===== config.mk =====
export PLATFORM = sky130hd
export DESIGN_NAME = axf_status_flags
export DESIGN_NICKNAME = d
export VERILOG_FILES = /design/src/logic/axf_pkg.sv /design/src/logic/axf_status_flags.sv
export SDC_FILE = /design/constraint.sdc
export NUM_CORES = 1
export LEC_CHECK = 0
export ABC_AREA = 0
export ABC_CLOCK_PERIOD_IN_PS = 2600
export BUFFER_PORTS_ARGS = -buffer_cell sky130_fd_sc_hd__buf_4
export CORE_ASPECT_RATIO = 1.4
export CORE_MARGIN = 4
export CORE_UTILIZATION = 25
export CTS_CLUSTER_DIAMETER = 40
export DETAILED_ROUTE_END_ITERATION = 16
export PLACE_DENSITY_LB_ADDON = 0.1
export SYNTH_ARGS = -nofsm -noshare
export SYNTH_HDL_FRONTEND = slang
export SYNTH_SLANG_ARGS = --single-unit

===== constraint.sdc =====
create_clock -name pclk -period 2.6 [get_ports pclk]
set_input_delay 0.78 -clock pclk [delete_from_list [all_inputs] [get_ports pclk]]
set_output_delay 0.78 -clock pclk [all_outputs]
set_load 0.05 [all_outputs]

===== src/logic/axf_pkg.sv =====
// package: constants, types and register map of the axis status flag block
package axf_pkg;
    // apb register byte offsets
    localparam logic [7:0] AXF_CTRL_OFS = 8'h00;
    localparam logic [7:0] AXF_AX1_CFG_OFS = 8'h04;
    localparam logic [7:0] AXF_AX2_CFG_OFS = 8'h08;
    localparam logic [7:0] AXF_MODE_OFS = 8'h0c;
    localparam logic [7:0] AXF_STATUS_OFS = 8'h10;
    localparam logic [7:0] AXF_AX1_CODE_OFS = 8'h14;
    localparam logic [7:0] AXF_AX2_CODE_OFS = 8'h18;

    // field positions
    localparam int AXF_CFG_DWELL_LSB = 0;   // dwell time, ms, 16 bits
    localparam int AXF_CFG_CPLT_LSB = 16;   // complete output time, ms, 16 bits
    localparam int AXF_STATUS_STRIDE = 8;   // flag byte per axis in status
    localparam int AXF_CODE_ERR_LSB = 0;
    localparam int AXF_CODE_WARN_LSB = 16;

    // reset values
    localparam logic [15:0] AXF_DWELL_RST = 16'h0000;
    localparam logic [15:0] AXF_CPLT_RST = 16'h012c;
    localparam logic [1:0] AXF_MODE_RST = 2'h0;

    // error and warning codes
    localparam logic [15:0] AXF_ERR_AUX_START = 16'd536;
    localparam logic [15:0] AXF_WARN_AUX_HELD = 16'd503;

    // timing
    localparam int AXF_CLK_KHZ = 125000;
    localparam int AXF_MS_US = 1000;
    localparam int AXF_SLOW_PERIOD_US = 56800;
    localparam int AXF_MS_CYC = AXF_CLK_KHZ;  // clock cycles in one millisecond
    localparam int AXF_SLOW_CYC = AXF_SLOW_PERIOD_US * (AXF_CLK_KHZ / 1000);

    // kind of operation that the motion core starts
    typedef enum logic [2:0] {
        AXF_OP_POS = 3'b000,
        AXF_OP_ZRET = 3'b001,
        AXF_OP_JOG = 3'b010,
        AXF_OP_MPG = 3'b011,
        AXF_OP_STEP = 3'b100
    } axf_op_t;

    // events and levels from the motion core, one set per axis
    typedef struct packed {
        logic op_start;         // pulse: an operation began
        axf_op_t op_kind;       // kind of that operation
        logic entry_start;      // pulse: a data entry began
        logic [15:0] aux_code;  // aux code value of that entry
        logic entry_done;       // pulse: entry reached its target
        logic entry_speed;      // entry was speed control
        logic cont_path;        // entry under continuous path control
        logic stopped;          // pulse: normal stop reached
        logic step_halt;        // pulse: halted in step operation
        logic abort;            // pulse: ended by error or stop command
        logic error_event;      // pulse: error detected
        logic [15:0] error_code;
        logic over_limit;       // level: command above speed limit
        logic speed_change;     // level: speed change processing
    } axf_motion_t;

    // flags reported to the master, one set per axis
    typedef struct packed {
        logic start_ack;
        logic busy;
        logic pos_complete;
        logic error_flag;
        logic aux_code_present;
        logic speed_limiting;
        logic speed_change;
        logic warning;
    } axf_flags_t;
endpackage : axf_pkg


===== src/logic/axf_status_flags.sv =====
// axis status flag logic for a two-axis positioning controller, with apb registers
//
// Operation
// - start ack rises once start request is high and positioning has begun
// - start ack also rises for a machine zero-point return start
// - master drops request after ack; ack falls when request goes low
// - busy rises on move, return or jog start; falls after dwell following stop
// - busy falls at once when the axis halts in step operation
// - in pulse generator mode busy follows the pulse generator enable
// - outside pulse generator mode, busy falls when the axis ends on error or stop command
// - zero-length moves still pulse busy, perhaps too briefly to see
// - complete flag stands for the output time per entry; never when zero
// - any new start clears a still-active complete flag immediately
// - no complete flag after speed control or a cancelled move
// - error flag sets on detected error and holds until error reset
// - aux flag rises at entry start in concurrent mode, at completion otherwise
// - master raises clear request; aux flag clears on its rising edge
// - aux flag stays low when the entry's aux code is zero
// - continuous path keeps moving with aux flag held but raises warning 503
// - aux flag clears whenever remote station ready goes low
// - a start while aux flag is high is refused with error 536
// - speed-limiting flag high while commanded speed exceeds the limit
// - speed-limiting flag clears when speed within limit or axis stopped
// - speed-change flag high exactly during speed change processing
// - slow flags refresh every 56.8 ms; short events may be missed
//
// The address map and the APB slave port were chosen for this implementation.
`timescale 1ns/1ps
module axf_status_flags
    import axf_pkg::*;
#(
    parameter int MS_CYC = AXF_MS_CYC,
    parameter int SLOW_CYC = AXF_SLOW_CYC,
    parameter int AXES = 2
) (
    input wire logic pclk,
    input wire logic presetn,
    // apb slave
    input wire logic psel,
    input wire logic penable,
    input wire logic pwrite,
    input wire logic [7:0] paddr,
    input wire logic [31:0] pwdata,
    output logic [31:0] prdata,
    output logic pready,
    output logic pslverr,
    // remote bits from the master, asynchronous to pclk
    input wire logic [AXES-1:0] start_request,
    input wire logic [AXES-1:0] aux_code_clear_req,
    input wire logic [AXES-1:0] mpg_enable,
    input wire logic station_ready,
    // motion core, same clock
    input wire axf_motion_t [AXES-1:0] motion,
    output logic [AXES-1:0] start_go,
    output logic [AXES-1:0] start_allowed,
    // flags to the master
    output axf_flags_t [AXES-1:0] flags
);
    localparam int NSYNC = 3 * AXES + 1;

    // decode of an apb offset, used by write and read paths
    function automatic logic hit(input logic [7:0] addr, input logic [7:0] ofs);
        hit = (addr == ofs);
    endfunction : hit

    // ---------------------------------------------------------------------
    // three-stage synchronisers; a change counts once stages two and three agree
    logic [NSYNC-1:0] raw_in;
    logic [NSYNC-1:0] sync1_reg;
    logic [NSYNC-1:0] sync2_reg;
    logic [NSYNC-1:0] sync3_reg;
    logic [NSYNC-1:0] clean_reg;
    logic [NSYNC-1:0] clean_prev_reg;

    assign raw_in = {station_ready, mpg_enable, aux_code_clear_req, start_request};

    always_ff @(posedge pclk or negedge presetn) begin
        if (!presetn) begin
            sync1_reg <= '0;
            sync2_reg <= '0;
            sync3_reg <= '0;
        end else begin
            sync1_reg <= raw_in;
            sync2_reg <= sync1_reg;
            sync3_reg <= sync2_reg;
        end
    end

    // filtered level; a one-stage disagreement leaves the old value standing
    always_ff @(posedge pclk or negedge presetn) begin
        if (!presetn) begin
            clean_reg <= '0;
            clean_prev_reg <= '0;
        end else begin
            for (int i = 0; i < NSYNC; i++) begin
                if (sync2_reg[i] == sync3_reg[i]) begin
                    clean_reg[i] <= sync3_reg[i];
                end
            end
            clean_prev_reg <= clean_reg;
        end
    end

    logic ready_level;
    assign ready_level = clean_reg[NSYNC-1];

    // ---------------------------------------------------------------------
    // time bases: millisecond tick for dwell and output time, slow refresh tick
    logic [$clog2(MS_CYC)-1:0] ms_cnt_reg;
    logic [$clog2(SLOW_CYC)-1:0] slow_cnt_reg;
    logic ms_tick;
    logic slow_tick;

    assign ms_tick = (ms_cnt_reg == ($clog2(MS_CYC))'(MS_CYC - 1));
    assign slow_tick = (slow_cnt_reg == ($clog2(SLOW_CYC))'(SLOW_CYC - 1));

    always_ff @(posedge pclk or negedge presetn) begin
        if (!presetn) begin
            ms_cnt_reg <= '0;
        end else if (ms_tick) begin
            ms_cnt_reg <= '0;
        end else begin
            ms_cnt_reg <= ms_cnt_reg + 1'b1;
        end
    end

    // free-running refresh period for the slow flags
    always_ff @(posedge pclk or negedge presetn) begin
        if (!presetn) begin
            slow_cnt_reg <= '0;
        end else if (slow_tick) begin
            slow_cnt_reg <= '0;
        end else begin
            slow_cnt_reg <= slow_cnt_reg + 1'b1;
        end
    end

    // ---------------------------------------------------------------------
    // apb registers; zero wait states, unmapped offsets answer with pslverr
    logic [15:0] dwell_time_setting_reg [AXES];
    logic [15:0] cplt_time_reg [AXES];
    logic [AXES-1:0] aux_after_mode_reg;
    logic wr_en;
    logic rd_en;
    logic mapped;
    logic [AXES-1:0] err_reset;

    assign wr_en = psel && penable && pwrite;
    assign rd_en = psel && penable && !pwrite;
    assign pready = 1'b1;
    assign mapped = hit(paddr, AXF_CTRL_OFS) || hit(paddr, AXF_AX1_CFG_OFS)
        || hit(paddr, AXF_AX2_CFG_OFS) || hit(paddr, AXF_MODE_OFS)
        || hit(paddr, AXF_STATUS_OFS) || hit(paddr, AXF_AX1_CODE_OFS)
        || hit(paddr, AXF_AX2_CODE_OFS);
    assign pslverr = psel && penable && !mapped;
    // writing a one to a control bit resets that axis's error
    assign err_reset = (wr_en && hit(paddr, AXF_CTRL_OFS)) ? pwdata[AXES-1:0] : '0;

    always_ff @(posedge pclk or negedge presetn) begin
        if (!presetn) begin
            for (int a = 0; a < AXES; a++) begin
                dwell_time_setting_reg[a] <= AXF_DWELL_RST;
                cplt_time_reg[a] <= AXF_CPLT_RST;
            end
            aux_after_mode_reg <= AXF_MODE_RST;
        end else if (wr_en) begin
            if (hit(paddr, AXF_AX1_CFG_OFS)) begin
                dwell_time_setting_reg[0] <= pwdata[AXF_CFG_DWELL_LSB +: 16];
                cplt_time_reg[0] <= pwdata[AXF_CFG_CPLT_LSB +: 16];
            end
            if (hit(paddr, AXF_AX2_CFG_OFS)) begin
                dwell_time_setting_reg[1] <= pwdata[AXF_CFG_DWELL_LSB +: 16];
                cplt_time_reg[1] <= pwdata[AXF_CFG_CPLT_LSB +: 16];
            end
            if (hit(paddr, AXF_MODE_OFS)) begin
                aux_after_mode_reg <= pwdata[AXES-1:0];
            end
        end
    end

    // ---------------------------------------------------------------------
    // per-axis flag logic, each axis fully independent
    logic [15:0] err_code_reg [AXES];
    logic [15:0] warn_code_reg [AXES];

    genvar g;
    generate
        for (g = 0; g < AXES; g++) begin : g_axis
            logic req_level;
            logic req_rise;
            logic clr_rise;
            logic mpg_level;
            logic start_ack_reg;
            logic busy_reg;
            logic mpg_mode_reg;
            logic dwell_run_reg;
            logic [15:0] dwell_cnt_reg;
            logic cplt_reg;
            logic [15:0] cplt_cnt_reg;
            logic aux_reg;
            logic [15:0] aux_code_reg;
            logic err_reg;
            logic warn_reg;
            logic limit_reg;
            logic moving_reg;
            logic refused;
            logic any_start;
            logic aux_set;
            logic cplt_event;

            assign req_level = clean_reg[g];
            assign req_rise = clean_reg[g] && !clean_prev_reg[g];
            assign clr_rise = clean_reg[AXES + g] && !clean_prev_reg[AXES + g];
            assign mpg_level = clean_reg[2 * AXES + g];
            assign any_start = motion[g].op_start;
            // a start asked for while the aux flag stands is refused
            assign refused = req_rise && aux_reg;
            assign start_go[g] = req_rise && !aux_reg && !busy_reg;
            assign start_allowed[g] = !aux_reg;
            // completion only for an entry that reached its target
            assign cplt_event = motion[g].entry_done && !motion[g].entry_speed;

            // start acknowledge follows the start request
            always_ff @(posedge pclk or negedge presetn) begin
                if (!presetn) begin
                    start_ack_reg <= 1'b0;
                end else if (!req_level) begin
                    start_ack_reg <= 1'b0;
                end else if (any_start && (motion[g].op_kind == AXF_OP_POS
                        || motion[g].op_kind == AXF_OP_ZRET)) begin
                    start_ack_reg <= 1'b1;
                end
            end

            // busy, with dwell countdown after a normal stop
            always_ff @(posedge pclk or negedge presetn) begin
                if (!presetn) begin
                    busy_reg <= 1'b0;
                    mpg_mode_reg <= 1'b0;
                    dwell_run_reg <= 1'b0;
                    dwell_cnt_reg <= '0;
                end else if (any_start) begin
                    // a zero-length move still shows at least one busy cycle
                    mpg_mode_reg <= (motion[g].op_kind == AXF_OP_MPG);
                    busy_reg <= (motion[g].op_kind != AXF_OP_MPG) || mpg_level;
                    dwell_run_reg <= 1'b0;
                end else if (mpg_mode_reg) begin
                    busy_reg <= mpg_level;
                    mpg_mode_reg <= mpg_level;
                end else if (motion[g].abort || motion[g].step_halt) begin
                    busy_reg <= 1'b0;
                    dwell_run_reg <= 1'b0;
                end else if (motion[g].stopped && busy_reg) begin
                    dwell_cnt_reg <= dwell_time_setting_reg[g];
                    dwell_run_reg <= (dwell_time_setting_reg[g] != 16'h0000);
                    busy_reg <= (dwell_time_setting_reg[g] != 16'h0000);
                end else if (dwell_run_reg && ms_tick) begin
                    if (dwell_cnt_reg <= 16'h0001) begin
                        busy_reg <= 1'b0;
                        dwell_run_reg <= 1'b0;
                    end
                    dwell_cnt_reg <= dwell_cnt_reg - 16'h0001;
                end
            end

            // positioning complete, timed in milliseconds
            always_ff @(posedge pclk or negedge presetn) begin
                if (!presetn) begin
                    cplt_reg <= 1'b0;
                    cplt_cnt_reg <= '0;
                end else if (any_start) begin
                    cplt_reg <= 1'b0;
                end else if (cplt_event) begin
                    cplt_reg <= (cplt_time_reg[g] != 16'h0000);
                    cplt_cnt_reg <= cplt_time_reg[g];
                end else if (cplt_reg && ms_tick) begin
                    if (cplt_cnt_reg <= 16'h0001) begin
                        cplt_reg <= 1'b0;
                    end
                    cplt_cnt_reg <= cplt_cnt_reg - 16'h0001;
                end
            end

            // aux code flag; a set in the same cycle as a clear wins
            assign aux_set = aux_after_mode_reg[g]
                ? (motion[g].entry_done && aux_code_reg != 16'h0000)
                : (motion[g].entry_start && motion[g].aux_code != 16'h0000);

            always_ff @(posedge pclk or negedge presetn) begin
                if (!presetn) begin
                    aux_reg <= 1'b0;
                    aux_code_reg <= '0;
                end else begin
                    if (motion[g].entry_start) begin
                        aux_code_reg <= motion[g].aux_code;
                    end
                    if (aux_set) begin
                        aux_reg <= 1'b1;
                    end else if (clr_rise || !ready_level) begin
                        aux_reg <= 1'b0;
                    end
                end
            end

            // error flag and codes; a new error wins over a reset in the same cycle
            always_ff @(posedge pclk or negedge presetn) begin
                if (!presetn) begin
                    err_reg <= 1'b0;
                    err_code_reg[g] <= '0;
                end else if (motion[g].error_event) begin
                    err_reg <= 1'b1;
                    err_code_reg[g] <= motion[g].error_code;
                end else if (refused) begin
                    err_reg <= 1'b1;
                    err_code_reg[g] <= AXF_ERR_AUX_START;
                end else if (err_reset[g]) begin
                    err_reg <= 1'b0;
                    err_code_reg[g] <= '0;
                end
            end

            // motion goes on under continuous path; only a warning is raised
            always_ff @(posedge pclk or negedge presetn) begin
                if (!presetn) begin
                    warn_reg <= 1'b0;
                    warn_code_reg[g] <= '0;
                end else if (motion[g].entry_start && motion[g].cont_path && aux_reg) begin
                    warn_reg <= 1'b1;
                    warn_code_reg[g] <= AXF_WARN_AUX_HELD;
                end else if (err_reset[g]) begin
                    warn_reg <= 1'b0;
                    warn_code_reg[g] <= '0;
                end
            end

            // speed limiting, refreshed only on the slow tick
            always_ff @(posedge pclk or negedge presetn) begin
                if (!presetn) begin
                    moving_reg <= 1'b0;
                    limit_reg <= 1'b0;
                end else begin
                    if (any_start) begin
                        moving_reg <= 1'b1;
                    end else if (motion[g].stopped || motion[g].abort
                            || motion[g].step_halt) begin
                        moving_reg <= 1'b0;
                    end
                    if (slow_tick) begin
                        limit_reg <= motion[g].over_limit && moving_reg;
                    end
                end
            end

            // flags out; speed change follows its processing directly
            always_ff @(posedge pclk or negedge presetn) begin
                if (!presetn) begin
                    flags[g] <= '0;
                end else begin
                    flags[g].start_ack <= start_ack_reg;
                    flags[g].busy <= busy_reg;
                    flags[g].pos_complete <= cplt_reg;
                    flags[g].error_flag <= err_reg;
                    flags[g].aux_code_present <= aux_reg;
                    flags[g].speed_limiting <= limit_reg;
                    flags[g].speed_change <= motion[g].speed_change;
                    flags[g].warning <= warn_reg;
                end
            end
        end
    endgenerate

    // ---------------------------------------------------------------------
    // read mux, registered so data leaves from flip-flops
    logic [31:0] rd_next;

    always_comb begin
        rd_next = '0;
        if (hit(paddr, AXF_AX1_CFG_OFS)) begin
            rd_next = {cplt_time_reg[0], dwell_time_setting_reg[0]};
        end else if (hit(paddr, AXF_AX2_CFG_OFS)) begin
            rd_next = {cplt_time_reg[1], dwell_time_setting_reg[1]};
        end else if (hit(paddr, AXF_MODE_OFS)) begin
            rd_next = {30'h0, aux_after_mode_reg};
        end else if (hit(paddr, AXF_STATUS_OFS)) begin
            rd_next = {16'h0, flags[1], flags[0]};
        end else if (hit(paddr, AXF_AX1_CODE_OFS)) begin
            rd_next = {warn_code_reg[0], err_code_reg[0]};
        end else if (hit(paddr, AXF_AX2_CODE_OFS)) begin
            rd_next = {warn_code_reg[1], err_code_reg[1]};
        end
    end

    // captured in the setup phase so zero-wait access phase returns it
    always_ff @(posedge pclk or negedge presetn) begin
        if (!presetn) begin
            prdata <= '0;
        end else if (psel && !penable && !pwrite) begin
            prdata <= rd_next;
        end
    end
endmodule : axf_status_flags


# --- After elaboration in Yosys (flattened, before gate mapping) ---
# Index checks and enable logic that the tools add are counted.
totals:
  register_bits: 366
  latchBits: 0
  mem_bits_rw: 0
  romBits: 0
  mem_count: 0
classes:
  add_sub_neg: 6
  multipliers: 0
  div_mod_pow: 0
  n_lt_le_gt_ge: 4
  n_eq_ne: 25
  shift: 0
  mux: 75
  n_bitwise: 6
  n_reduce_logical: 116
op_table:
  columns: ["cell", "count"]
  rows:
  - ["two-way mux 16 bit", 16]
  - ["two-way mux 32 bit", 6]
  - ["nonzero test 16 bit", 8]
  - ["<= comparator 16 x 1 -> 1 bit, second input constant", 4]
  - ["subtractor 16 x 1 -> 16 bit, second input constant", 4]
  - ["two-way mux 1 bit", 50]
  - ["logical AND 1 bit", 36]
  - ["equality test 8 x 5 -> 1 bit, second input constant", 3]
  - ["adder 23 x 1 -> 23 bit, second input constant", 1]
  - ["equality test 23 bit, second input constant", 1]
  - ["two-way mux 23 bit", 1]
  - ["nonzero test 2 bit", 10]
  - ["nonzero test 5 bit", 4]
  - ["logical OR 1 bit", 18]
  - ["AND reduction 2 bit", 9]
  - ["nonzero test 3 bit", 6]
  - ["adder 17 x 1 -> 17 bit, second input constant", 1]
  - ["equality test 17 bit, second input constant", 1]
  - ["two-way mux 17 bit", 1]
  - ["equality test 8 x 4 -> 1 bit, second input constant", 2]
  - ["nonzero test 4 bit", 4]
  - ["logical NOT 1 bit", 14]
  - ["equality test 8 x 3 -> 1 bit, second input constant", 1]
  - ["logical NOT 8 bit", 1]
  - ["other kinds (11)", 30]

# --- Longest topological paths before layout ---
depth:
  depth_word: 9
  depth_mapped: 8
  mapped_depth_nobuf: 7

# --- Worst setup path after synthesis ---
# No wires, ideal clock.
synth_timing:
  kind: "input -> output"
  start: "input paddr[2]"
  end: "output pslverr"
  arrival_time_ps: 2306
  required_ps: 1820
  path_slack_ps: -486
  stages: 4
  n_path_buf: 2
  path_cell_list: "buf_2 > buf_1 > nand3_1 > a31oi_1"
synth_via:
  elab_chain_cells: 9
  word_cells_on_any_way: 15
synth_rtl:
  columns: ["element", "line", "rtl"]
  rows:
  - ["start, declared", "axf_status_flags.sv:42", "input wire logic [7:0] paddr,"]
  - ["equality test 8 x 3 -> 1 bit / logical NOT 8 bit (equally long branches)", "axf_status_flags.sv:63", "hit = (addr == ofs);"]
  - ["logical OR 1 bit", "axf_status_flags.sv:151", "assign mapped = hit(paddr, AXF_CTRL_OFS) || hit(paddr, AXF_AX1_CFG_OFS)"]
  - ["logical OR 1 bit (2 in a row)", "axf_status_flags.sv:152", "|| hit(paddr, AXF_AX2_CFG_OFS) || hit(paddr, AXF_MODE_OFS)"]
  - ["logical OR 1 bit (2 in a row)", "axf_status_flags.sv:153", "|| hit(paddr, AXF_STATUS_OFS) || hit(paddr, AXF_AX1_CODE_OFS)"]
  - ["logical OR 1 bit (*)", "axf_status_flags.sv:154", "|| hit(paddr, AXF_AX2_CODE_OFS);"]
  - ["logical NOT 1 bit (*)", "axf_status_flags.sv:155", "assign pslverr = psel && penable && !mapped;"]
  - ["logical AND 1 bit (*)", "axf_status_flags.sv:155", null]
  - ["end, declared", "axf_status_flags.sv:46", "output logic pslverr,"]
# Mark *: on every way between the ends. The rest lies on a longest branch, timed or not.

# --- Worst setup path after layout ---
layout_timing:
  start: "register ms_cnt_reg[5]"
  end: "register g_axis[1].cplt_reg"
layout_via:
  elab_chain_cells: 4
layout_rtl:
  columns: ["element", "line", "rtl"]
  rows:
  - ["start, declared", "axf_status_flags.sv:109", "logic [$clog2(MS_CYC)-1:0] ms_cnt_reg;"]
  - ["start signal, assigned", "axf_status_flags.sv:123", "ms_cnt_reg <= ms_cnt_reg + 1'b1;"]
  - ["equality test 17 bit", "axf_status_flags.sv:114", "assign ms_tick = (ms_cnt_reg == ($clog2(MS_CYC))'(MS_CYC - 1));"]
  - ["logical AND 1 bit", "axf_status_flags.sv:276", "end else if (cplt_reg && ms_tick) begin"]
  - ["nonzero test 3 bit (no source line)", null, null]
  - ["AND reduction 2 bit (no source line)", null, null]
  - ["end signal, assigned", "axf_status_flags.sv:274", "cplt_reg <= (cplt_time_reg[g] != 16'h0000);"]
  - ["end, declared", "axf_status_flags.sv:198", "logic cplt_reg;"]
# No other way between the ends.
# A chain may end at the register's enable or synchronous reset.

==> metrics.txt <==
status=completed; Initial Util=about a quarter; Placer Congestion=approximately 0.84; CP cell instances=nor3b_1 > nand4_1 > buf_4 > nor2_1 > buf_4 > nand4_1 > a32o_1; fin crit share=between 90% and 100%; CP Data Arrival Time=about 3 ns; Layout Nets=roughly 1900; drt total wl=approximately 56000 um; cell count after placement=2525; FF-to-FF End=g_axis[1].cplt_reg$_DFFE_PN0P_; worst r2r src=ms_cnt_reg[5]$_DFF_PN0_; hold slack=between 0.04 and 0.05 ns; drc violations=0; Worst Skew=about 0.034 ns; initial antenna violation count=0; min-delay worst type=input pin to asynchronous set/reset pin; Max Cap Viol=0; normalized max-slew margin=approximately 56%; Req. time, crit path=roughly 3.1 ns; Worst-Margin Slew=about 0.66 ns; FF-to-FF path depth=7; crit path capture type=flip-flop; CTS tree=built; cts bufs inserted=60; sequential-to-total area share from yosys stat=between 50% and 60%; clock tree sinks=about 330; Critical path buffers and inverters=2; first-pass GRT wire length=around 86000 um; most common library cells after synthesis=dfrtp_1 (326), nand2_1 (133), nor2_1 (128); Async SR Flop Fraction=100.0%; Synth Net Count=about 1600; cell family contributing the most delay on the critical path=simple AND/OR/NAND/NOR gates; slowest stage delay, CP=~0.42 ns; vias in the first global route=13690; Synth cell types=75; 1st-iter DRT viols=750; synth-to-layout area growth=34.37%; via count=approximately 13000; grt ovf=0; Power per Cell Area=between 700 and 800 nW/um^2; post-detail-place hpwl=around 42000 um; Crit-path slowest cell=dfrtp_1; H-tree depth=2; largest net degree at the start of global routing=about 80; DIE WIDTH=approximately 220 um; EDFF count, synth=0; layout cells sized above 1=approximately 30%; Worst Setup Start Kind=flip-flop; PnR Total Power=around 15 mW; Hold Violations, Final=0; synthesized area per cell=roughly 11 um^2; Final ANT Viol Nets=0; ys flop type=dfrtp_1; RSZ-0062 raised after global routing=no; Leakage=approximately 9.2 nW; Worst Path Max Fanout=13; Max Clk Rate=between 400 and 500 MHz; antenna cell count=0; Mapped Area=15550 um^2; DRT Pass-1 Iters=5; Synth Instances=1468; flops & latches, synth=roughly 330; port bufs=between 150 and 200; cell with the most instances after synthesis=dfrtp_1; Slew Viols, Final=0; critical setup path kind=flip-flop to flip-flop; Synth top area share=between 50% and 60%; post-route insts no fill=2634; Avg WL per Cell=between 20 and 25 um; die area=66290 um^2; hold buffers post-CTS=0; GRT Total Usage=16.85%; Root Buffer Master=clkbuf_16; Placement Rows=about 110; Clock Latency Late Sink=between 0.6 and 0.7 ns; Die Y=between 300 and 400 um; reg-to-reg slack, setup=roughly 0.17 ns; setup bufs post-CTS=0; Worst-path clk slew=approximately 0.06 ns; Synth area leader=dfrtp_1; YS warnings=0; min cycle time layout=between 2 and 2.5 ns; worst-case clock buffer depth=3; DR vias/cell=around 4.9; Top Ports=between 150 and 200; CORE AREA=roughly 61000 um^2; Worst VDD drop=between 0.0004 and 0.0005 V; setup violators final=0; main area contributors after synthesis=dfrtp_1 (52%), mux2_2 (7.1%), nand2_1 (3.2%)
==> metal layers <==
layer | share of wire (%) | GRT usage [%] | wire length, um
met1 | 42 | 20.84 | 23610
met2 | 50 | 29.90 | 28470
met3 | 4.7 | 2.885 | 2658
met4 | 3.0 | 5.404 | 1703
met5 | 0 | 0 | 0
==> cell families (layout without fill, tap and decap cells) <==
group | after synthesis | count (layout) | share of synthesized area, %
other cells | 1 | 1 | 0.02412
fa+ha+maj | 17 | 17 | 1.256
buf+inv | 95 | 444 | 2.439
xor+xnor | 33 | 33 | 1.859
simple gates | 562 | 562 | 18.62
compound gates | 306 | 306 | 13.44
mux | 120 | 120 | 8.531
flops | 334 | 334 | 53.83
==> where the power goes <==
group,total (mW),internal [mW],switching [mW]
Sequential,5.78,5.50,0.277
Combinational,1.51,0.655,0.859
Clock,7.97,5.06,2.90
==> how the worst max path moves through the flow <==
stage / from / endpoint / cells past startpoint
after floorplan: paddr[2] / pslverr / 4
after global placement: motion[45] / g_axis[0].dwell_cnt_reg[11]$_DFFE_PN0P_ / 5
after detailed placement: motion[45] / g_axis[0].dwell_cnt_reg[11]$_DFFE_PN0P_ / 5
after CTS: clean_reg[1]$_DFFE_PN0N_ / start_go[1] / 2
after global routing: g_axis[1].cplt_cnt_reg[0]$_DFFE_PN0P_ / g_axis[1].cplt_cnt_reg[14]$_DFFE_PN0P_ / 7
final: ms_cnt_reg[5]$_DFF_PN0_ / g_axis[1].cplt_reg$_DFFE_PN0P_ / 7
==> per-stage QoR <==
| stage | setup TNS (ns) | util [%] | setup slack (ns) | instance area [um^2] |
|---|---|---|---|---|
| final | 0 | 34.14 | 0.1728 | 20890 |
| after global routing | 0 | 34.14 | 0.003212 | 20890 |
| after CTS | 0 | 34.14 | 0.1244 | 20890 |
| after detailed placement | -0.4858 | 30.80 | -0.08433 | 18840 |
| after global placement | -1.155 | 30.80 | -0.09756 | 18840 |
| after floorplan | -0.1826 | - | -0.1826 | 15560 |
==> worst register-to-register path: stages (launching register included) <==
cell     delay, ns
dfrtp_1       0.42
nor3b_1       0.36
nand4_1       0.34
buf_4         0.31
nor2_1        0.20
buf_4         0.26
nand4_1       0.16
a32o_1        0.28
==> timing repair <==
| item | CTS | global route |
|---|---|---|
| gates resized for setup | 1 | 0 |
| endpoints found under the hold margin | 0 | 0 |
| endpoints found under the setup margin | 1 | 0 |
==> final cells by class <==
class / instances / area [um^2]
fillers: 6271 / 40290
flip-flops and latches: 334 / 8369
multi-input cells: 1039 / 6849
repair buffers: 310 / 2510
clock buffers: 73 / 1622
well taps: 817 / 1022
clock inverters: 36 / 422.9
inverters: 25 / 93.84
==> placed cells by master, fill, tap and decap left out, types with 14 or more instances in the layout <==
master     instances
dfrtp_1          325
buf_4            295
nand2_1          132
nor2_1           127
mux2_2            98
a21oi_1           69
nand3_1           61
clkbuf_16         61
o21ai_0           53
nor4_1            51
nand4_1           37
nor3_1            35
o31ai_1           29
a22o_1            26
inv_1             25
xnor2_1           22
mux2i_1           20
and3_1            17
o22ai_1           17
o211ai_1          16
a22oi_1           16
or3_1             14
buf_12            14
Note: power is estimated with default switching activity, not from simulation.
